==> config.mk <==
export PLATFORM = sky130hd
export DESIGN_NAME = bpa_agu
export DESIGN_NICKNAME = d
export VERILOG_FILES = /design/src/rtl/bpa_agu.v
export VERILOG_INCLUDE_DIRS = /design/src /design/src/inc
export SDC_FILE = /design/constraint.sdc
export NUM_CORES = 1
export LEC_CHECK = 0
export ABC_CLOCK_PERIOD_IN_PS = 5590
export BUFFER_PORTS_ARGS = -buffer_cell sky130_fd_sc_hd__buf_2
export CORE_MARGIN = 10
export CORE_UTILIZATION = 35
export DETAILED_ROUTE_END_ITERATION = 6
export GPL_ROUTABILITY_DRIVEN = 0
export SLEW_MARGIN = 40
export SYNTH_ARGS = -nofsm -noshare
export SYNTH_HDL_FRONTEND = slang
export SYNTH_SLANG_ARGS = --single-unit
==> constraint.sdc <==
create_clock -name mclk -period 5.59 [get_ports mclk]
set_input_delay 0.559 -clock mclk [delete_from_list [all_inputs] [get_ports mclk]]
set_output_delay 0.559 -clock mclk [all_outputs]
set_load 0.03 [all_outputs]
==> src/inc/bpa_defines.vh <==
`ifndef BPA_DEFINES_VH
`define BPA_DEFINES_VH
// Register byte offsets on APB
`define BPA_OFS_BREV   8'h00
`define BPA_OFS_TPAGE  8'h04
`define BPA_OFS_WPAGE  8'h08
`define BPA_OFS_MODE   8'h0C
`define BPA_OFS_CORE   8'h10
`define BPA_OFS_AGUST  8'h14
`define BPA_OFS_PRGST  8'h18
`define BPA_OFS_RDST   8'h1C
// Field positions
`define BPA_BREV_EN    15
`define BPA_BREV_PIV   14:0
`define BPA_MOD_XEN    15
`define BPA_MOD_XSEL   3:0
`define BPA_MOD_RSEL   11:8
`define BPA_CORE_WEN   2
`define BPA_PAGE_CFG   7
`define BPA_EA_HI      15
// Reset values
`define BPA_RST_BREV   16'h0000
`define BPA_RST_PAGE   8'h00
`define BPA_RST_MOD    16'h0F0F
`define BPA_RST_CORE   16'h0000
// Pointer select that disables a mode
`define BPA_SEL_NONE   4'hF
// Indirect addressing modes
`define BPA_AM_PLAIN   3'h0
`define BPA_AM_POSTINC 3'h1
`define BPA_AM_PREINC  3'h2
`define BPA_AM_POSTDEC 3'h3
`define BPA_AM_PREDEC  3'h4
`define BPA_AM_OFFSET  3'h5
// Program space access kinds
`define BPA_PK_TRL     3'h0
`define BPA_PK_TRH     3'h1
`define BPA_PK_TWL     3'h2
`define BPA_PK_TWH     3'h3
`define BPA_PK_DRD     3'h4
// Program counter step per program word
`define BPA_PC_STEP    24'h000002
`endif

==> src/rtl/bpa_agu.v <==
// How it works
// - Bit reversal needs pointer select not 15, enable set, pre/post increment.
// - Pivot is 15 bits scaled to bytes; accesses are words; LSb forced zero.
// - Only word writes with pre/post increment get reversed addresses.
// - When reversing, pivot is added and the mode offset is ignored.
// - Reversal overrides X write modulo; X read modulo keeps working.
// - Successive addresses follow the mirrored bit order of the index.
// - Table access address is table page above the 16-bit address.
// - Table page bit 7 selects user or configuration memory.
// - Data read with address bit 15 set maps window page and 15 bits.
// - Remapped address bit 15 comes from window page bit 0.
// - Remapping happens only while the window enable bit is set.
// - Remapping is read only and returns the low program word.
// - Program counter steps by two per program word.
// - Low table read in word mode returns program bits 15 to 0.
// - Low table read in byte mode picks a low-word byte by byte select.
// - High table read in word mode returns upper byte, phantom byte zero.
// - High table read in byte mode returns upper byte or zero.
// - Only high table ops reach the upper program byte.
`timescale 1ns/1ns
`include "bpa_defines.vh"
module bpa_agu (
  input  wire        mclk,
  input  wire        rst_n,
  input  wire        psel,
  input  wire        penable,
  input  wire        pwrite,
  input  wire [7:0]  paddr,
  input  wire [31:0] pwdata,
  output reg  [31:0] prdata,
  output reg         pready,
  output reg         pslverr,
  input  wire        agu_valid,
  input  wire        agu_write,
  input  wire        agu_word,
  input  wire [2:0]  agu_mode,
  input  wire [3:0]  agu_wreg,
  input  wire [15:0] agu_ptr,
  input  wire [15:0] agu_offset,
  output reg         agu_done,
  output reg  [15:0] agu_ea,
  output reg  [15:0] agu_ptr_next,
  output reg         agu_ptr_wb,
  output reg         agu_bitrev,
  output reg         agu_wmod_en,
  output reg         agu_rmod_en,
  input  wire        prg_valid,
  input  wire [2:0]  prg_kind,
  input  wire        prg_byte,
  input  wire [15:0] prg_ea,
  input  wire [15:0] prg_wdata,
  output reg         prg_bypass,
  output reg         prg_rvalid,
  output reg  [15:0] prg_rdata,
  output reg         mem_req,
  output reg         mem_we,
  output reg  [23:0] mem_addr,
  output reg         mem_cfg,
  output reg  [23:0] mem_wdata,
  output reg  [2:0]  mem_wmask,
  input  wire        mem_rvalid,
  input  wire [23:0] mem_rdata,
  input  wire        pc_advance,
  output reg  [23:0] pc
);

  reg  [15:0] bit_reverse_control;
  reg  [7:0]  table_page;
  reg  [7:0]  program_window_page;
  reg  [15:0] addressing_mode_control;
  reg  [15:0] core_control;
  reg  [15:0] rd_last;
  reg         pend_busy;
  reg  [2:0]  pend_kind;
  reg         pend_byte;
  reg         pend_bs;
  reg  [31:0] next_prdata;
  reg         next_err;
  reg  [15:0] next_ea;
  reg  [15:0] next_ptr;
  reg         next_wb;
  reg  [15:0] next_rdata;
  reg  [23:0] next_wdata;
  reg  [2:0]  next_wmask;
  wire        apb_setup;
  wire        apb_done;
  wire        wr_ok;
  wire        br_sel_ok;
  wire        br_mode_ok;
  wire        br_active;
  wire        xmod_on;
  wire [15:0] pivot;
  wire [15:0] ptr_even;
  wire [15:0] ptr_r;
  wire [15:0] piv_r;
  wire [15:0] sum_r;
  wire [15:0] br_sum;
  wire [15:0] inc_sum;
  wire [15:0] dec_sum;
  wire        is_table;
  wire        is_remap;
  wire        is_read;
  wire [23:0] pc_sum;

  assign apb_setup = psel & ~penable;
  assign apb_done  = psel & penable & pready;
  assign wr_ok     = apb_done & pwrite & ~pslverr;

  // Registered answer in setup gives a fixed one-cycle access phase
  always @* begin
    next_prdata = 32'h00000000;
    next_err    = 1'b0;
    if (paddr == `BPA_OFS_BREV) begin
      next_prdata = {16'h0000, bit_reverse_control};
    end else if (paddr == `BPA_OFS_TPAGE) begin
      next_prdata = {24'h000000, table_page};
    end else if (paddr == `BPA_OFS_WPAGE) begin
      next_prdata = {24'h000000, program_window_page};
    end else if (paddr == `BPA_OFS_MODE) begin
      next_prdata = {16'h0000, addressing_mode_control};
    end else if (paddr == `BPA_OFS_CORE) begin
      next_prdata = {16'h0000, core_control};
    end else if (paddr == `BPA_OFS_AGUST) begin
      next_prdata = {agu_ptr_next, agu_ea};
      next_err    = pwrite;
    end else if (paddr == `BPA_OFS_PRGST) begin
      next_prdata = {8'h00, mem_addr};
      next_err    = pwrite;
    end else if (paddr == `BPA_OFS_RDST) begin
      next_prdata = {16'h0000, rd_last};
      next_err    = pwrite;
    end else begin
      next_err    = 1'b1; // Unmapped offset
    end
  end

  // APB handshake; pready drops right after each completed access
  always @(posedge mclk) begin
    if (!rst_n) begin
      prdata  <= 32'h00000000;
      pready  <= 1'b0;
      pslverr <= 1'b0;
    end else if (apb_setup) begin
      prdata  <= pwrite ? 32'h00000000 : next_prdata;
      pready  <= 1'b1;
      pslverr <= next_err;
    end else begin
      pready  <= 1'b0;
      pslverr <= 1'b0;
    end
  end

  // Control registers; a write lands at the completing edge, so the next
  // access request already sees it
  always @(posedge mclk) begin
    if (!rst_n) begin
      bit_reverse_control     <= `BPA_RST_BREV;
      table_page              <= `BPA_RST_PAGE;
      program_window_page     <= `BPA_RST_PAGE;
      addressing_mode_control <= `BPA_RST_MOD;
      core_control            <= `BPA_RST_CORE;
    end else if (wr_ok) begin
      if (paddr == `BPA_OFS_BREV) begin
        bit_reverse_control <= pwdata[15:0];
      end else if (paddr == `BPA_OFS_TPAGE) begin
        table_page <= pwdata[7:0];
      end else if (paddr == `BPA_OFS_WPAGE) begin
        program_window_page <= pwdata[7:0];
      end else if (paddr == `BPA_OFS_MODE) begin
        addressing_mode_control <= pwdata[15:0];
      end else if (paddr == `BPA_OFS_CORE) begin
        core_control <= pwdata[15:0];
      end
    end
  end

  // Enable terms; the stack pointer select of 15 can never reverse
  assign br_sel_ok  = addressing_mode_control[`BPA_MOD_RSEL] != `BPA_SEL_NONE;
  assign br_mode_ok = (agu_mode == `BPA_AM_PREINC) | (agu_mode == `BPA_AM_POSTINC);
  assign br_active  = br_sel_ok & bit_reverse_control[`BPA_BREV_EN] & br_mode_ok
                    & (agu_wreg == addressing_mode_control[`BPA_MOD_RSEL])
                    & agu_write & agu_word;
  assign xmod_on    = addressing_mode_control[`BPA_MOD_XEN]
                    & (addressing_mode_control[`BPA_MOD_XSEL] != `BPA_SEL_NONE)
                    & (agu_wreg == addressing_mode_control[`BPA_MOD_XSEL]);

  // Pivot scaled to bytes; word-only accesses keep the LSb clear
  assign pivot    = {bit_reverse_control[`BPA_BREV_PIV], 1'b0};
  assign ptr_even = {agu_ptr[15:1], 1'b0};

  // Mirror both operands so an ordinary adder carries downward
  genvar i;
  generate
    for (i = 0; i < 16; i = i + 1) begin : g_mirror
      assign ptr_r[i]  = ptr_even[15-i];
      assign piv_r[i]  = pivot[15-i];
      assign br_sum[i] = sum_r[15-i];
    end
  endgenerate

  assign sum_r   = ptr_r + piv_r;
  assign inc_sum = agu_ptr + agu_offset;
  assign dec_sum = agu_ptr - agu_offset;

  // Address and write-back selection; reversal ignores the mode offset
  always @* begin
    next_ea  = agu_ptr;
    next_ptr = agu_ptr;
    next_wb  = 1'b0;
    if (br_active) begin
      next_wb  = 1'b1;
      next_ptr = {br_sum[15:1], 1'b0};
      next_ea  = (agu_mode == `BPA_AM_PREINC) ? {br_sum[15:1], 1'b0} : ptr_even;
    end else begin
      case (agu_mode)
        `BPA_AM_POSTINC: begin
          next_ptr = inc_sum;
          next_wb  = 1'b1;
        end
        `BPA_AM_PREINC: begin
          next_ptr = inc_sum;
          next_ea  = inc_sum;
          next_wb  = 1'b1;
        end
        `BPA_AM_POSTDEC: begin
          next_ptr = dec_sum;
          next_wb  = 1'b1;
        end
        `BPA_AM_PREDEC: begin
          next_ptr = dec_sum;
          next_ea  = dec_sum;
          next_wb  = 1'b1;
        end
        `BPA_AM_OFFSET: begin
          next_ea = inc_sum; // Pointer stays unchanged
        end
        default: begin
          next_ea = agu_ptr;
        end
      endcase
    end
  end

  // One-cycle result for each address request
  always @(posedge mclk) begin
    if (!rst_n) begin
      agu_done     <= 1'b0;
      agu_ea       <= 16'h0000;
      agu_ptr_next <= 16'h0000;
      agu_ptr_wb   <= 1'b0;
      agu_bitrev   <= 1'b0;
      agu_wmod_en  <= 1'b0;
      agu_rmod_en  <= 1'b0;
    end else begin
      agu_done    <= agu_valid;
      agu_ptr_wb  <= agu_valid & next_wb;
      agu_bitrev  <= agu_valid & br_active;
      agu_wmod_en <= agu_valid & agu_write & xmod_on & ~br_active;
      agu_rmod_en <= agu_valid & ~agu_write & xmod_on;
      if (agu_valid) begin
        agu_ea       <= next_ea;
        agu_ptr_next <= next_ptr;
      end
    end
  end

  // Program space decode; window reads need address bit 15 and the window enable bit
  assign is_table = (prg_kind == `BPA_PK_TRL) | (prg_kind == `BPA_PK_TRH)
                  | (prg_kind == `BPA_PK_TWL) | (prg_kind == `BPA_PK_TWH);
  assign is_remap = (prg_kind == `BPA_PK_DRD) & prg_ea[`BPA_EA_HI]
                  & core_control[`BPA_CORE_WEN];
  assign is_read  = (prg_kind == `BPA_PK_TRL) | (prg_kind == `BPA_PK_TRH) | is_remap;

  // Write lanes: low writes touch bytes 0-1, high writes byte 2 only
  always @* begin
    next_wdata = 24'h000000;
    next_wmask = 3'b000;
    if (prg_kind == `BPA_PK_TWL) begin
      if (!prg_byte) begin
        next_wdata = {8'h00, prg_wdata};
        next_wmask = 3'b011;
      end else if (prg_ea[0]) begin
        next_wdata = {8'h00, prg_wdata[7:0], 8'h00};
        next_wmask = 3'b010;
      end else begin
        next_wdata = {16'h0000, prg_wdata[7:0]};
        next_wmask = 3'b001;
      end
    end else if (prg_kind == `BPA_PK_TWH) begin
      next_wdata = {prg_wdata[7:0], 16'h0000};
      next_wmask = (prg_byte & prg_ea[0]) ? 3'b000 : 3'b100;
    end
  end

  // Lane mapping of returned program words
  always @* begin
    next_rdata = mem_rdata[15:0];
    case (pend_kind)
      `BPA_PK_TRL: begin
        if (!pend_byte) begin
          next_rdata = mem_rdata[15:0];
        end else begin
          next_rdata = pend_bs ? {8'h00, mem_rdata[15:8]} : {8'h00, mem_rdata[7:0]};
        end
      end
      `BPA_PK_TRH: begin
        if (!pend_byte) begin
          next_rdata = {8'h00, mem_rdata[23:16]};
        end else begin
          next_rdata = pend_bs ? 16'h0000 : {8'h00, mem_rdata[23:16]};
        end
      end
      default: begin
        next_rdata = mem_rdata[15:0];
      end
    endcase
  end

  // Request issue and read return; one read may be outstanding
  always @(posedge mclk) begin
    if (!rst_n) begin
      mem_req    <= 1'b0;
      mem_we     <= 1'b0;
      mem_addr   <= 24'h000000;
      mem_cfg    <= 1'b0;
      mem_wdata  <= 24'h000000;
      mem_wmask  <= 3'b000;
      prg_bypass <= 1'b0;
      prg_rvalid <= 1'b0;
      prg_rdata  <= 16'h0000;
      rd_last    <= 16'h0000;
      pend_busy  <= 1'b0;
      pend_kind  <= `BPA_PK_TRL;
      pend_byte  <= 1'b0;
      pend_bs    <= 1'b0;
    end else begin
      mem_req    <= 1'b0;
      mem_we     <= 1'b0;
      prg_bypass <= 1'b0;
      prg_rvalid <= 1'b0;
      if (pend_busy & mem_rvalid) begin
        pend_busy  <= 1'b0;
        prg_rvalid <= 1'b1;
        prg_rdata  <= next_rdata;
        rd_last    <= next_rdata;
      end
      if (prg_valid & ~pend_busy) begin
        if (is_table) begin
          mem_req   <= 1'b1;
          mem_we    <= ~is_read;
          mem_addr  <= {table_page, prg_ea};
          mem_cfg   <= table_page[`BPA_PAGE_CFG];
          mem_wdata <= next_wdata;
          mem_wmask <= is_read ? 3'b000 : next_wmask;
        end else if (is_remap) begin
          mem_req   <= 1'b1;
          mem_addr  <= {1'b0, program_window_page, prg_ea[14:0]};
          mem_cfg   <= 1'b0;
          mem_wdata <= 24'h000000;
          mem_wmask <= 3'b000;
        end else begin
          prg_bypass <= 1'b1; // Ordinary data space, no remap
        end
        if (is_read) begin
          pend_busy <= 1'b1;
          pend_kind <= prg_kind;
          pend_byte <= prg_byte & ~is_remap;
          pend_bs   <= prg_ea[0];
        end
      end
    end
  end

  // Full-width sum; the carry into bit 23 is cut so user space is kept
  assign pc_sum = pc + `BPA_PC_STEP;

  // Program counter keeps bit 0 clear and stays in user space
  always @(posedge mclk) begin
    if (!rst_n) begin
      pc <= 24'h000000;
    end else if (pc_advance) begin
      pc <= {1'b0, pc_sum[22:0]};
    end
  end

endmodule

==> results of run 1 <==
## kinds of logic (layout without fill, tap and decap cells)
kind of cell | Yosys count | count (layout)
and+or+nand+nor | 555 | 555
muxes | 67 | 67
buffers and inverters | 142 | 397
adders and majority gates | 49 | 49
AOI/OAI and AO/OA | 410 | 410
xor gates and xnor gates | 60 | 60
DFF | 234 | 234
other | 1 | 7
## layout by cell type (no fill, tap or decap), drive strengths merged, types with 21 or more instances in the layout
cell    instances
ha             46
nor2          186
clkbuf         38
a22oi          55
buf           310
a221oi         28
xnor2          28
mux4           21
nand3          46
o21ai          58
dfxtp         234
nand2         217
inv            40
mux2i          43
a21oi         121
nor3           21
xor2           32
## sequential cells by signal, indices dropped and copies added, names as in the netlist, 16 cells and up
signal,flops
mem_addr,24
addressing_mode_control,16
bit_reverse_control,16
agu_ea,16
core_control,16
mem_wdata,24
agu_ptr_next,16
rd_last,16
prdata,32
pc,22
## layout make-up
cell class	instances	area share, %
Multi-Input combinational cell	1143	48.4
Clock inverter	9	0.646
Sequential cell	234	30.6
Timing Repair Buffer	310	10.4
Clock buffer	38	5.08
Tap cell	461	3.77
Antenna cell	5	0.0818
Inverter	40	1.01
## power groups by stage
stage | registers (uW) | clock network [uW] | logic [uW]
2_1_floorplan | 1840 | 0 | 377
3_3_place_gp | 1800 | 0 | 670
3_5_place_dp | 1800 | 0 | 679
4_1_cts | 1760 | 1820 | 682
5_1_grt | 1760 | 1880 | 744
6_report | 1760 | 1780 | 690
## metrics by stage
stage                     cells  setup WS, ns  power, uW
after global routing       2235          2.38       4390
after global placement     2188          2.15       2470
final                      2240          2.62       4230
after floorplan            1519          2.61       2220
after detailed placement   2188          2.07       2480
after CTS                  2235          2.63       4270
## how the worst max path moves through the flow
stage | startpoint | endpoint | slack (ns) | depth (start not counted)
after floorplan | agu_ptr[1] | agu_ea[14] | 2.61 | 12
final | paddr[0] | addressing_mode_control[0] | 2.62 | 9
after global routing | paddr[0] | addressing_mode_control[3] | 2.38 | 9
after detailed placement | paddr[0] | addressing_mode_control[8] | 2.07 | 9
after global placement | agu_ptr[1] | agu_ea[14] | 2.15 | 12
after CTS | paddr[0] | addressing_mode_control[0] | 2.63 | 9
## synth_stat cells (8+ instances only)
| library cell | number |
|---|---|
| sky130_fd_sc_hd__nor3_1 | 19 |
| sky130_fd_sc_hd__o21bai_1 | 8 |
| sky130_fd_sc_hd__o211ai_1 | 12 |
| sky130_fd_sc_hd__nand2b_1 | 13 |
| sky130_fd_sc_hd__buf_2 | 13 |
| sky130_fd_sc_hd__a21oi_1 | 120 |
| sky130_fd_sc_hd__inv_1 | 37 |
| sky130_fd_sc_hd__o211a_1 | 8 |
| sky130_fd_sc_hd__a221oi_1 | 26 |
| sky130_fd_sc_hd__ha_1 | 46 |
| sky130_fd_sc_hd__and3_1 | 11 |
| sky130_fd_sc_hd__a32oi_1 | 9 |
| sky130_fd_sc_hd__a221o_1 | 13 |
| sky130_fd_sc_hd__xnor2_1 | 28 |
| sky130_fd_sc_hd__nand2_1 | 217 |
| sky130_fd_sc_hd__a211oi_1 | 13 |
| sky130_fd_sc_hd__a22oi_1 | 55 |
| sky130_fd_sc_hd__clkbuf_1 | 75 |
| sky130_fd_sc_hd__nor2_1 | 186 |
| sky130_fd_sc_hd__o21ai_0 | 51 |
| sky130_fd_sc_hd__a31oi_1 | 15 |
| sky130_fd_sc_hd__mux4_2 | 21 |
| sky130_fd_sc_hd__nor2b_1 | 19 |
| sky130_fd_sc_hd__nand3_1 | 46 |
| sky130_fd_sc_hd__o22ai_1 | 14 |
| sky130_fd_sc_hd__a222oi_1 | 8 |
| sky130_fd_sc_hd__mux2i_1 | 43 |
| sky130_fd_sc_hd__xor2_1 | 32 |
| sky130_fd_sc_hd__dfxtp_1 | 234 |
## metal layers
layer	share of wire [%]	wire length, um	vias up	global-route usage, %
li1	-	-	5960	-
met3	8.4	4170	87	5.58
met5	0.093	46	-	0
met1	42	21000	6023	27.0
met2	47	23000	552	35.5
met4	2.5	1240	6	5.17
## worst reg2reg max path, cell delays in order, from the launching register on
cell and delay [ns]:
sky130_fd_sc_hd__dfxtp_1 0.38, sky130_fd_sc_hd__ha_1 0.23, sky130_fd_sc_hd__inv_1 0.07, sky130_fd_sc_hd__fa_1 0.20, sky130_fd_sc_hd__nor2b_1 0.07, sky130_fd_sc_hd__o31a_1 0.28, sky130_fd_sc_hd__o41a_1 0.38, sky130_fd_sc_hd__o41ai_2 0.34
sky130_fd_sc_hd__o2111ai_1 0.18, sky130_fd_sc_hd__a21oi_1 0.27, sky130_fd_sc_hd__xor2_1 0.26, sky130_fd_sc_hd__nand3_1 0.11, sky130_fd_sc_hd__o211ai_1 0.11
==> flow_results.org, run 1 <==
** Critical path
- Data on the critical path arrives at its endpoint at 3.37 ns.
- Maximum fanout along the worst path :: 16
- For the worst setup path, the data required time is 5.99 ns.
- Total buffers and inverters traversed by the critical path :: 2
- The cell that appears most often on the critical path is sky130_fd_sc_hd__nand2_1.
- Worst Setup Path Type :: in -> reg
- The worst register-to-register path has a setup slack of 2.65 ns.
- In this run the critical register-to-register path is captured at agu_ea[1].
- The worst setup path is captured at a flip-flop.
- Maximum single-stage delay on the critical path :: 0.66 ns
- Critical Path, Cell by Cell :: buf_2 > or4_1 > nor2_1 > buf_4 > nand2_1 > nor2_1 > nand2_1 > nand2_1 > nand3_1
- Reg-to-reg critical path startpoint :: bit_reverse_control[14]
- The worst setup path is launched from a primary input.
- Max stage delay cell, worst path :: sky130_fd_sc_hd__nor2_1
- Worst path top cell family by delay :: simple AND/OR/NAND/NOR gates
- Depth of the worst register-to-register path :: 12

** Clock tree
- Buffers added to address setup during post-CTS repair amount to 0.
- Clock-pin slew reported for the worst setup and hold paths after clock tree synthesis :: 0.06 ns
- The later pin in the worst-skew pair is clocked with a latency of 0.55 ns.
- Clock tree buffer depth :: 3
- Clock tree from TritonCTS :: done
- CTS resizes :: 0
- Total of hold buffers inserted after clock tree synthesis :: 0
- Number of buffers added by the clock tree synthesis step :: 27
- Clock Sink Count :: 234
- Buffer cell driving the clock tree root :: sky130_fd_sc_hd__clkbuf_16
- Htree depth :: 1

** Min path
- Worst min path class :: in -> reg
- The worst hold path begins at agu_write.
- Along the worst hold path, the cell count comes to 2.
- The worst hold path terminates at agu_rmod_en.

** STA
- For the pin with the worst max-slew slack, the measured transition is 0.859 ns.
- Share of the clock period used by the worst path after layout :: 53.2%
- Setup violations remaining at the end of the flow were counted as 0.
- Final hold violations :: 0
- Time the worst path needs with I/O delays and setup :: 2.97 ns
- Final clock skew :: 0.0112 ns
- Setup repair after global routing left no endpoint under its margin.
- Adding up every negative setup slack in the final design gives 0 ns.
- Maximum frequency from static timing analysis :: 337 MHz
- Hold_ws :: 0.183 ns
- Number of max-slew violations in the final report :: 0
- Headroom to the max-slew limit :: 42.7%

** Yosys
- The largest total area in the synthesized netlist belongs to sky130_fd_sc_hd__dfxtp_1.
- Yosys mapped the design onto 79 distinct sky130hd cell types.
- By area, the combinational part of the netlist is dominated by compound AO/OA/AOI/OAI gates.
- Area of the mapped netlist :: 12700 um2
- Largest cells by area after synthesis :: sky130_fd_sc_hd__dfxtp_1 (37%), sky130_fd_sc_hd__nand2_1 (6.4%), sky130_fd_sc_hd__nor2_1 (5.5%), sky130_fd_sc_hd__a21oi_1 (4.7%), sky130_fd_sc_hd__ha_1 (4.5%)
- Summing the areas of all fa, ha and maj instances in the mapped netlist gives 5.02% of the synthesized area.
- For this run, the register share of the synthesized area comes to 37.0%.
- Mapped Cells :: 1518
- Of the post-synthesis cell area, the dominant cell type holds 37.0%.
- The synthesized design contains 0 enable-type register cells.
- Post-Syn Area per Cell :: 8.34 um2
- Fraction of synthesized area in multiplexers :: 7.40%
- After synthesis the netlist holds a flip-flop and latch count of 234.
- Summing the areas of all compound-gate instances in the mapped netlist gives 22.2% of the synthesized area.
- After Yosys synthesis, and, or, nand and nor cells account for 19.5% of the synthesized area.
- Synth async-reset ratio :: 0%
- Number of warnings issued by yosys :: 0
- Most common flop cell mapped by yosys :: sky130_fd_sc_hd__dfxtp_1
- Of the total synthesized cell area, the portion taken by XOR and XNOR cells is 4.15%.

** Finish
- The filler cells instantiated in the layout total 3619.
- Layout cells sized above 1 :: 22.9%
- Area occupied by multi-input gates :: 7410 um2
- FF/Latch Area :: 4680 um2
- At the end of the flow, the number of nets in the layout was 1955.
- After routing the design area is 15300 um2.
- Once layout is complete, the utilization of the core stands at 42.9%.
- Area growth, synth to finish :: 20.8%

** Die
- 317 I/O pins were placed.
- Measured along the y axis, the die boundary spans 210 um.
- Standard-cell rows :: 69
- Die boundary width :: 210 um
- Area of the die :: 44200 um2
- Area inside the core boundary :: 35700 um2
- The initial utilization of the core area, before any placement, comes to 35.5%.

** Global route
- For this run, the total global-route usage over all layers was measured as 21.4%.
- The first global-routing pass estimated 74600 um of wire.
- Via count of the first global-routing pass :: 12200
- Global routing finished with a remaining overflow of 0.
- Entering global routing, the biggest net connects 94 pins.
- The number of antenna violations at the first check in global routing is 6.

** Power
- Power spread over the standard cell area amounts to 276 nW/um2.
- Peak supply drop :: 0.255 mV
- Static Leak :: 0.00658 uW
- Power dissipated by switching net loads :: 1230 uW
- Combinational power share :: 16.3%
- In this run, flip-flops and latches consume 41.7% of the power.
- Total internal power :: 2990 uW
- Net switching is 29.1% of the power.
- Clk pwr share :: 42.0%

** Routing
- Total length of routed wires :: 49500 um
- For this run, the detailed router's first-pass iteration total came to 7.
- Dividing the detail-routed wire length by the instance count gives 22.1 um.
- Violation count after the first detailed-routing iteration :: 1117
- Overall via count from detail_route :: 12600
- The count of nets left with antenna violations once routing finished came out at 0.
- For this run, design rule violations remaining after detail routing come to 0.
- Via density :: 5.64

** Job
- Max-cap violations in this run came to 0.

** Run status
- Outcome :: finished clean

** Placed design
- In this run the tool buffered the top-level ports with 298 buffer cells.
- Instance area after placement :: 14400 um2
- Detailed placer's ending HPWL :: 38100 um
(Power assumes the default switching activity.)
==> run 2, diff against run 1 <==
--- a/config.mk
+++ b/config.mk
@@ -6,7 +6,7 @@
 export SDC_FILE = /design/constraint.sdc
 export NUM_CORES = 1
 export LEC_CHECK = 0
-export ABC_CLOCK_PERIOD_IN_PS = 5590
+export ABC_CLOCK_PERIOD_IN_PS = 2800
 export BUFFER_PORTS_ARGS = -buffer_cell sky130_fd_sc_hd__buf_2
 export CORE_MARGIN = 10
 export CORE_UTILIZATION = 35
==> constraint.sdc (replaced) <==
create_clock -name mclk -period 2.8 [get_ports mclk]
set_input_delay 0.28 -clock mclk [delete_from_list [all_inputs] [get_ports mclk]]
set_output_delay 0.28 -clock mclk [all_outputs]
set_load 0.03 [all_outputs]
==> run 2 against run 1 <==
Cell count is 4.6% higher. Via count is 3.9% higher. Highest routed layer unchanged. Largest cell class unchanged. Clock power is 110% higher.
==> flow_results.org, run 2 (synthesis gave the netlist of run 1 again) <==
** Run status
- Outcome :: finished clean (unchanged)

** Finish
- The largest register by flop count is prdata (unchanged).
- The post-layout instance area was 16300 um2 (was 15300 um2).
- Total number of nets in the final design :: 2060 (was 1955)
- Flip-flop count of the largest register after layout :: 32 (unchanged)
- Registers with the most flip-flops: prdata (32), mem_addr (24), mem_wdata (24) (unchanged).
- Most common cell after layout, fill and taps aside :: sky130_fd_sc_hd__buf_2 (unchanged)
- The ratio of cells with drive above 1 in the final layout was 25.8% (was 22.9%).
- Most used cells in the layout excluding fill and tap cells :: sky130_fd_sc_hd__buf_2 (298), sky130_fd_sc_hd__dfxtp_1 (232), sky130_fd_sc_hd__nand2_1 (217), sky130_fd_sc_hd__nor2_1 (184), sky130_fd_sc_hd__a21oi_1 (119) (was sky130_fd_sc_hd__buf_2 (298), sky130_fd_sc_hd__dfxtp_1 (234), sky130_fd_sc_hd__nand2_1 (217), sky130_fd_sc_hd__nor2_1 (182), sky130_fd_sc_hd__a21oi_1 (120))
- Area growth, synth to finish :: 28.6% (was 20.8%)

** STA
- Post-layout worst setup margin :: 0.114 ns (was 2.62 ns)
- Time the worst path needs with I/O delays and setup :: 2.69 ns
- Number of max-slew violations in the final report :: 0 (unchanged)
- The final hold slack was 0.0162 ns (was 0.183 ns).
- Setup repair after global routing missed its margin: yes (was no).
- Headroom to the max-slew limit :: 58.0% (was 42.7%)
- Share of the clock period used by the worst path after layout :: 95.9%
- Final clock skew :: 0.0344 ns (was 0.0112 ns)
- The number of hold-slack violations in the final timing report was 0 (unchanged).
- Final setup fails :: 0 (unchanged)
- The actual slew at the worst max-slew pin is 0.628 ns (was 0.859 ns).
- Maximum frequency from static timing analysis :: 372 MHz

** Die
- The effective utilization at floorplan was 35.5% (unchanged).
- The die height was 210 um (unchanged).
- I/O pin cnt :: 317 (unchanged)
- The total die area is 44200 um2 (unchanged).
- Standard-cell rows :: 69 (unchanged)
- Area inside the core boundary :: 35700 um2 (unchanged)
- Die boundary width :: 210 um (unchanged)

** Routing
- The remaining design rule violation count is 0 (unchanged).
- Via density :: 5.60 (was 5.64)
- The total length of routed wires came to 51100 um (was 49500 um).
- The final antenna-violating net count was 0 (unchanged).
- The first-pass iteration count of the detailed router came to 5 (was 7).
- Average wire length per cell after detail routing :: 21.8 um (was 22.1 um)
- Overall via count from detail_route :: 13100 (was 12600)
- Violation count after the first detailed-routing iteration :: 1135 (was 1117)

** Power
- Power density over the cells :: 537 nW/um2 (was 276 nW/um2)
- Clk pwr share :: 42.2% (was 42.0%)
- Peak supply drop :: 0.443 mV (was 0.255 mV)
- Switching Fraction :: 29.0% (was 29.1%)
- The cell leakage power came to 0.00711 uW (was 0.00658 uW).
- Portion of total power attributed to sequential cells :: 40.2% (was 41.7%)
- Total power consumption of the routed design :: 8740 uW (was 4230 uW)
- Combinational power share :: 17.6% (was 16.3%)
- Power dissipated by switching net loads :: 2530 uW (was 1230 uW)
- The internal power consumption came to 6210 uW (was 2990 uW).

** Clock tree
- The clock sink count is 234 (unchanged).
- Clock tree buffer depth :: 3 (unchanged)
- Skew-Pair Late Insertion Delay :: 0.56 ns (was 0.55 ns)
- The clock root buffer is sky130_fd_sc_hd__clkbuf_16 (unchanged).
- The clock-pin slew on the worst setup and hold paths was 0.06 ns (about the same).
- The TritonCTS clock tree is done (unchanged).
- Number of buffers added by the clock tree synthesis step :: 28 (was 27)
- The maximum level of the CTS H-tree came to 1 (unchanged).

** Critical path
- Reg-to-reg critical path startpoint :: bit_reverse_control[13] (was bit_reverse_control[14])
- The start-to-end type of the worst setup path is reg -> reg (was in -> reg).
- Kind of start point of the critical path :: flip-flop (was primary input)
- The worst endpoint data arrival time was 3.10 ns (was 3.37 ns).
- Depth of the worst register-to-register path :: 10 (was 12)
- Maximum fanout along the worst path :: 4 (was 16)
- Reg-to-reg slack, setup :: 0.11 ns (was 2.65 ns)
- Crit. End Element :: flip-flop (unchanged)
- The capture point of the worst reg-to-reg path is agu_ea[2] (was agu_ea[1]).
- The required time at the worst-slack endpoint came to 3.21 ns (was 5.99 ns).

** Placed design
- The placed wire-length estimate after detailed placement came to 39800 um (was 38100 um).
- Pre-CTS WS :: -0.117 ns (was 2.07 ns)
- The quantity of I/O buffers inserted on ports is 298 (unchanged).
- Instance area after placement :: 15000 um2 (was 14400 um2)

** Global route
- The number of antenna violations at the first check in global routing came to 7 (was 6).
- Aggregate global-route resource usage :: 22.1% (was 21.4%)
- The number of global-route vias before repair came to 13000 (was 12200).
- First-pass GRT wire length :: 77700 um (was 74600 um)
- Maximum number of pins on one net before global-route repair :: 105 (was 94)
- The residual overflow from global routing was 0 (unchanged).

** Min path
- WHS Endpoint :: mem_wdata[4] (was agu_rmod_en)
- Number of instances on the worst hold path :: 3 (was 2)
- Worst min path class :: in -> reg (unchanged)
- Hold path start :: prg_wdata[4] (was agu_write)

** Job
- The count of maximum capacitance violations is 0 (unchanged).
-- run 2: repair_timing --
| action | in CTS | in global routing |
|---|---|---|
| gates cloned | 0 | 0 |
| setup endpoints to repair | 3 | 7 |
| hold buffers | 32 | 0 |
| hold endpoints to repair | 40 | 0 |
| gates resized for setup | 1 | 14 |
| setup buffers | 0 | 2 |
| pin swaps | 0 | 3 |
-- run 2: power groups by stage --
| stage | sequential, uW | clock (uW) | combinational (uW) |
|---|---|---|---|
| floorplan | 3680 | 0 | 753 |
| global placement | 3590 | 0 | 1460 |
| detailed placement | 3590 | 0 | 1480 |
| CTS | 3510 | 3740 | 1520 |
| global route | 3520 | 3870 | 1660 |
| finish | 3520 | 3680 | 1540 |
-- run 2: worst max path at each step --
| stage | from | end | slack, ns | depth (start not counted) |
|---|---|---|---|---|
| 3_3_place_gp | agu_offset[9] | agu_ptr_next[15] | -0.07 | 12 |
| 3_5_place_dp | agu_offset[1] | agu_ptr_next[15] | -0.12 | 13 |
| 5_1_grt | bit_reverse_control[14] | agu_ea[1] | -0.05 | 12 |
| 4_1_cts | bit_reverse_control[14] | agu_ea[1] | 0.01 | 12 |
| 2_1_floorplan | agu_ptr[1] | agu_ea[14] | 0.10 | 12 |
| 6_report | bit_reverse_control[13] | agu_ea[2] | 0.11 | 10 |
-- run 2: stage by stage --
stage | cells | utilization [%] | setup TNS [ns]
global placement | 2258 | 41.9 | -0.213
CTS | 2338 | 45.5 | 0
floorplan | 1519 | - | 0
finish | 2344 | 45.7 | 0
detailed placement | 2258 | 41.9 | -0.397
global route | 2342 | 45.7 | -0.0626
-- run 2: routing by layer --
layer | track usage [%] | vias up | share of wire [%]
met3 | 5.24 | 106 | 8.7
li1 | - | 6154 | -
met4 | 7.44 | 8 | 3.4
met5 | 0 | - | 0.10
met1 | 27.7 | 6226 | 41
met2 | 36.6 | 627 | 46
-- run 2: layout make-up --
type	count	area [um2]
tap	461	577
timing repair buffer	414	2480
inverter	40	155
clock inverter	10	145
antenna	4	10.0
multi-input combinational	1143	7450
sequential	234	4690
fill	3563	19400
clock buffer	38	778
-- run 2: worst max-delay path: stages (launching register included) --
cell	delay, ns
sky130_fd_sc_hd__dfxtp_1	0.46
sky130_fd_sc_hd__ha_1	0.28
sky130_fd_sc_hd__a21o_1	0.18
sky130_fd_sc_hd__a21oi_1	0.27
sky130_fd_sc_hd__o21ai_0	0.18
sky130_fd_sc_hd__a41oi_1	0.29
sky130_fd_sc_hd__a21oi_1	0.15
sky130_fd_sc_hd__a31oi_1	0.22
sky130_fd_sc_hd__xnor2_1	0.13
sky130_fd_sc_hd__o31ai_2	0.30
sky130_fd_sc_hd__nand2_1	0.08
==> run 3, diff against run 2 <==
--- a/config.mk
+++ b/config.mk
@@ -6,6 +6,7 @@
 export SDC_FILE = /design/constraint.sdc
 export NUM_CORES = 1
 export LEC_CHECK = 0
+export ABC_AREA = 1
 export ABC_CLOCK_PERIOD_IN_PS = 2800
 export BUFFER_PORTS_ARGS = -buffer_cell sky130_fd_sc_hd__buf_2
 export CORE_MARGIN = 10
==> run 3 against run 2 <==
Clock skew down 0.026 ns. Core utilization shrank 2.8 points. Clock power fell by 5%. Flip-flop and latch count unchanged. Largest power group unchanged. Routed wire length increased by 4.3%. Design area rose by 4.1%. Maximum frequency rose by 15%. First-iteration DRC count is 4.1% higher. Hold slack better by 0.00071 ns. Critical endpoint is now agu_ptr_next[1]. Count of clock-buffer cells in the layout is 1 higher.
==> flow_results.org, run 3 <==
** Finish
- The most common library cell in the layout ignoring fill and taps is sky130_fd_sc_hd__nand2_1 (was sky130_fd_sc_hd__buf_2).
- Flip-flop count of the largest register after layout :: 32 (unchanged)
- Total number of nets in the final design :: 2634 (was 2060)
- The ratio of cells with drive above 1 in the final layout is 17.3% (was 25.8%).
- Most used cells in the layout excluding fill and tap cells :: sky130_fd_sc_hd__nand2_1 (558), sky130_fd_sc_hd__buf_2 (297), sky130_fd_sc_hd__inv_1 (270), sky130_fd_sc_hd__dfxtp_1 (234), sky130_fd_sc_hd__nand3_1 (202) (was sky130_fd_sc_hd__buf_2 (298), sky130_fd_sc_hd__dfxtp_1 (232), sky130_fd_sc_hd__nand2_1 (217), sky130_fd_sc_hd__nor2_1 (184), sky130_fd_sc_hd__a21oi_1 (119))
- Register bank with the most flops :: prdata (unchanged)
- Final Util :: 42.9% (was 45.7%)
- Registers with the most flip-flops: prdata (32), mem_addr (24), mem_wdata (24) (unchanged).
- Filler Cell Count :: 4246 (was 3563)
- Area growth, synth to finish :: 21.7% (was 28.6%)

** Critical path
- The startpoint of the worst-slack reg-to-reg timing path is bit_reverse_control[14] (was bit_reverse_control[13]).
- Critical Path, Cell by Cell :: ha_1 > inv_1 > fa_1 > inv_1 > nand3_1 > nand2_1 > nand2_1 > nand2_1 > nand3_1 > nand2_1 > nand2_1 > nand2_1 > nand2_1 > nand3_1 > a21oi_1 (was ha_1 > a21o_1 > a21oi_1 > o21ai_0 > a41oi_1 > a21oi_1 > a31oi_1 > xnor2_1 > o31ai_2 > nand2_1)
- The worst setup path startpoint is bit_reverse_control[14] (was bit_reverse_control[13]).
- Max stage delay cell, worst path :: sky130_fd_sc_hd__fa_1 (was sky130_fd_sc_hd__dfxtp_1)
- The element type at the critical path start is a flip-flop (unchanged).
- The count of cells along the worst register-to-register path is 15 (was 10).
- CP Capture Point :: agu_ptr_next[1] (was agu_ea[2])
- Maximum single-stage delay on the critical path :: 0.41 ns (was 0.46 ns)
- Worst reg2reg path endpoint :: agu_ptr_next[1] (was agu_ea[2])
- Cell seen most often among critical-path stages :: sky130_fd_sc_hd__nand2_1 (was sky130_fd_sc_hd__a21oi_1)
- The worst reg-to-reg setup slack was 0.46 ns (was 0.11 ns).
- Worst Setup Path Type :: reg -> reg (unchanged)
- Crit. End Element :: flip-flop (unchanged)
- The worst endpoint data arrival time came to 2.73 ns (was 3.10 ns).
- The required time at the worst-slack endpoint is 3.19 ns (was 3.21 ns).
- The peak fanout along the critical path was 4 (unchanged).

** STA
- Final clock skew :: 0.00880 ns (was 0.0344 ns)
- The final critical path time including I/O delays and setup was 2.34 ns (was 2.69 ns).
- Setup repair after global routing missed its margin :: no (was yes)
- Final hold violations :: 0 (unchanged)
- Share of the clock period used by the worst path after layout :: 83.4% (was 95.9%)
- The worst slew slack as a fraction of its limit was 50.8% (was 58.0%).
- The number of pins exceeding their max-slew limit in the final report is 0 (unchanged).
- Maximum frequency from static timing analysis :: 428 MHz (was 372 MHz)
- Final setup fails :: 0 (unchanged)
- Measured slew at the worst slew-check pin :: 0.738 ns (was 0.628 ns)
- Setup TNS :: 0 ns (unchanged)

** Routing
- Post-detailed-route DRC marker count :: 0 (unchanged)
- Via density :: 5.13 (was 5.60)
- Violation count after the first detailed-routing iteration :: 1181 (was 1135)
- Post-route antenna net violation count :: 0 (unchanged)
- The number of vias in the routed layout is 15300 (was 13100).
- The total length of routed wires is 53300 um (was 51100 um).
- The first-pass iteration count of the detailed router was 7 (was 5).
- Average wire length per cell after detail routing :: 17.9 um (was 21.8 um)

** Yosys
- Largest cells by area after synthesis :: sky130_fd_sc_hd__dfxtp_1 (34%), sky130_fd_sc_hd__nand2_1 (15%), sky130_fd_sc_hd__inv_1 (7.3%), sky130_fd_sc_hd__nand3_1 (7.3%), sky130_fd_sc_hd__a21oi_1 (6.8%) (was sky130_fd_sc_hd__dfxtp_1 (37%), sky130_fd_sc_hd__nand2_1 (6.4%), sky130_fd_sc_hd__nor2_1 (5.5%), sky130_fd_sc_hd__a21oi_1 (4.7%), sky130_fd_sc_hd__ha_1 (4.5%))
- The summed instance area of the synthesized netlist was 13900 um2 (was 12700 um2).
- Top-count cell post-synth :: sky130_fd_sc_hd__nand2_1 (was sky130_fd_sc_hd__dfxtp_1)
- Synth async-reset ratio :: 0% (unchanged)
- Fraction of synthesized area in multiplexers :: 0% (was 7.40%)
- Most common library cells after synthesis: sky130_fd_sc_hd__nand2_1 (558), sky130_fd_sc_hd__inv_1 (271), sky130_fd_sc_hd__dfxtp_1 (234) (was sky130_fd_sc_hd__dfxtp_1 (234), sky130_fd_sc_hd__nand2_1 (217), sky130_fd_sc_hd__nor2_1 (186)).
- The post-synthesis share of cell area spent on full adders, half adders and majority gates was 4.56% (was 5.02%).
- The warning count from the yosys run was 0 (unchanged).
- The gate count of the mapped netlist came to 2151 (was 1518).
- Simple-gate portion of the synthesized area :: 32.1% (was 19.5%)
- Post-Syn Area per Cell :: 6.48 um2 (was 8.34 um2)
- Yosys cell types :: 52 (was 79)
- The number of enable-type register cells in the synthesized netlist is 0 (unchanged).
- Flip-flop and latch count after synthesis :: 234 (unchanged)
- Synth Area in Compound Gates :: 17.4% (was 22.2%)
- The share of Yosys cell area claimed by the top area cell type came to 33.6% (was 37.0%).
- The top cell type by total area after synthesis is sky130_fd_sc_hd__dfxtp_1 (unchanged).
- The largest family of logic cells by synthesized area was simple AND/OR/NAND/NOR gates (was compound AO/OA/AOI/OAI gates).
- The most common flop cell mapped by yosys is sky130_fd_sc_hd__dfxtp_1 (unchanged).
- The sequential cell area fraction in the yosys report came to 33.6% (was 37.0%).
- XOR/XNOR Fraction of Synth Area :: 1.19% (was 4.15%)

** Clock tree
- The clock sink count came to 234 (unchanged).
- The post-cts repair resize count was 0 (was 1).
- Htree depth :: 1 (unchanged)
- The number of buffers created by CTS is 26 (was 28).
- The clock root buffer was sky130_fd_sc_hd__clkbuf_16 (unchanged).
- The TritonCTS clock tree was done (unchanged).
- The source-to-sink clock delay at the later pin of the worst-skew pair is 0.54 ns (was 0.56 ns).
- Clock-pin slew reported for the worst setup and hold paths after clock tree synthesis :: 0.06 ns (about the same)
- Clock tree buffer depth :: 3 (unchanged)

** Die
- The effective utilization at floorplan came to 35.2% (was 35.5%).
- The total die area is 48200 um2 (was 44200 um2).
- The row count is 73 (was 69).
- The number of I/O pins came to 317 (unchanged).
- The area of the core came to 39500 um2 (was 35700 um2).
- Die Y-Extent :: 220 um (was 210 um)
- The die span in x was 220 um (was 210 um).

** Global route
- The residual overflow from global routing came to 0 (unchanged).
- The pin count of the biggest net entering global routing was 64 (was 105).
- The number of global-route vias before repair came to 14400 (was 13000).
- First-pass GRT wire length :: 80900 um (was 77700 um)
- Antenna violations before repair :: 10 (was 7)
- The global-route usage over all layers came to 21.1% (was 22.1%).

** Power
- Static Leak :: 0.00832 uW (was 0.00711 uW)
- Power density over the cells :: 499 nW/um2 (was 537 nW/um2)
- The worst voltage drop across the vdd grid came to 0.449 mV (was 0.443 mV).

** Placed design
- The quantity of I/O buffers inserted on ports is 298 (unchanged).
- Detailed placer's ending HPWL :: 42500 um (was 39800 um)

** Job
- Number of max-cap violations :: 0 (unchanged)

** Min path
- Worst min path class :: in -> reg (unchanged)

** Run status
- Outcome :: finished clean (unchanged)
[run 3: metal layers]
metal / routed length, um / part of all wire [%] / vias up / global-route usage [%]
li1: - / - / 7600 / -
met1: 23400 / 44 / 7068 / 28.2
met2: 23500 / 44 / 546 / 32.8
met3: 4900 / 9.2 / 84 / 5.84
met4: 1450 / 2.7 / 10 / 5.49
met5: 74 / 0.14 / - / 0
[run 3: worst max-delay path, delay by kind of cell (launching register included)]
family                     cells  cell delay [ns]
and+or+nand+nor               10             0.91
adders and majority gates      2             0.66
DFF                            1             0.38
buffers and inverters          2             0.18
AOI/OAI and AO/OA              1             0.06
[run 3: power by group]
part	internal, uW	switching, uW
sequential	3410	81.8
clock	2060	1440
combinational	460	1010
total	5940	2530
[run 3: worst min path at each step]
| stage | from | to | slack [ns] | cells past startpoint |
|---|---|---|---|---|
| finish | prg_ea[3] | mem_addr[3] | 0.02 | 3 |
| global route | pwdata[10] | core_control[10] | 0.02 | 3 |
| detailed placement | core_control[15] | core_control[15] | 0.44 | 2 |
| CTS | pwdata[14] | bit_reverse_control[14] | 0.002 | 3 |
| floorplan | agu_write | agu_rmod_en | 0.35 | 1 |
| global placement | core_control[15] | core_control[15] | 0.43 | 2 |
[run 3: final cells by class]
class	instances	area [um2]	area share [%]
Antenna cell	5	12.5	0.0738
Clock buffer	39	801	4.72
Clock inverter	7	72.6	0.428
Inverter	289	1090	6.40
Multi-Input combinational cell	1536	7710	45.5
Sequential cell	234	4680	27.6
Tap cell	525	657	3.87
Timing Repair Buffer	348	1930	11.4
[run 3: logic make-up (layout without fill, tap and decap cells)]
kind of cell / count (synthesis) / count (layout)
simple gates: 1021 / 1021
compound gates: 445 / 445
buf+inv: 382 / 683
flops: 234 / 234
fa+ha+maj: 49 / 49
xor+xnor: 19 / 19
other cells: 1 / 7
[run 3: through the flow]
stage | hold WS, ns | cell area [um2] | cells | setup WS, ns | total power (uW)
global route | 0.0231 | 17000 | 2981 | 0.200 | 8830
floorplan | 0.352 | 13900 | 2152 | 0.916 | 4470
detailed placement | 0.444 | 15800 | 2907 | 0.431 | 4990
global placement | 0.431 | 15800 | 2907 | 0.472 | 4970
finish | 0.0169 | 17000 | 2983 | 0.464 | 8470
CTS | 0.00175 | 16900 | 2978 | 0.501 | 8520
[run 3: what timing repair did]
item | in CTS | in global routing
endpoints found under the hold margin | 27 | 0
setup endpoints to repair | 0 | 0
hold buffers | 25 | 0
buffers inserted | 0 | 0
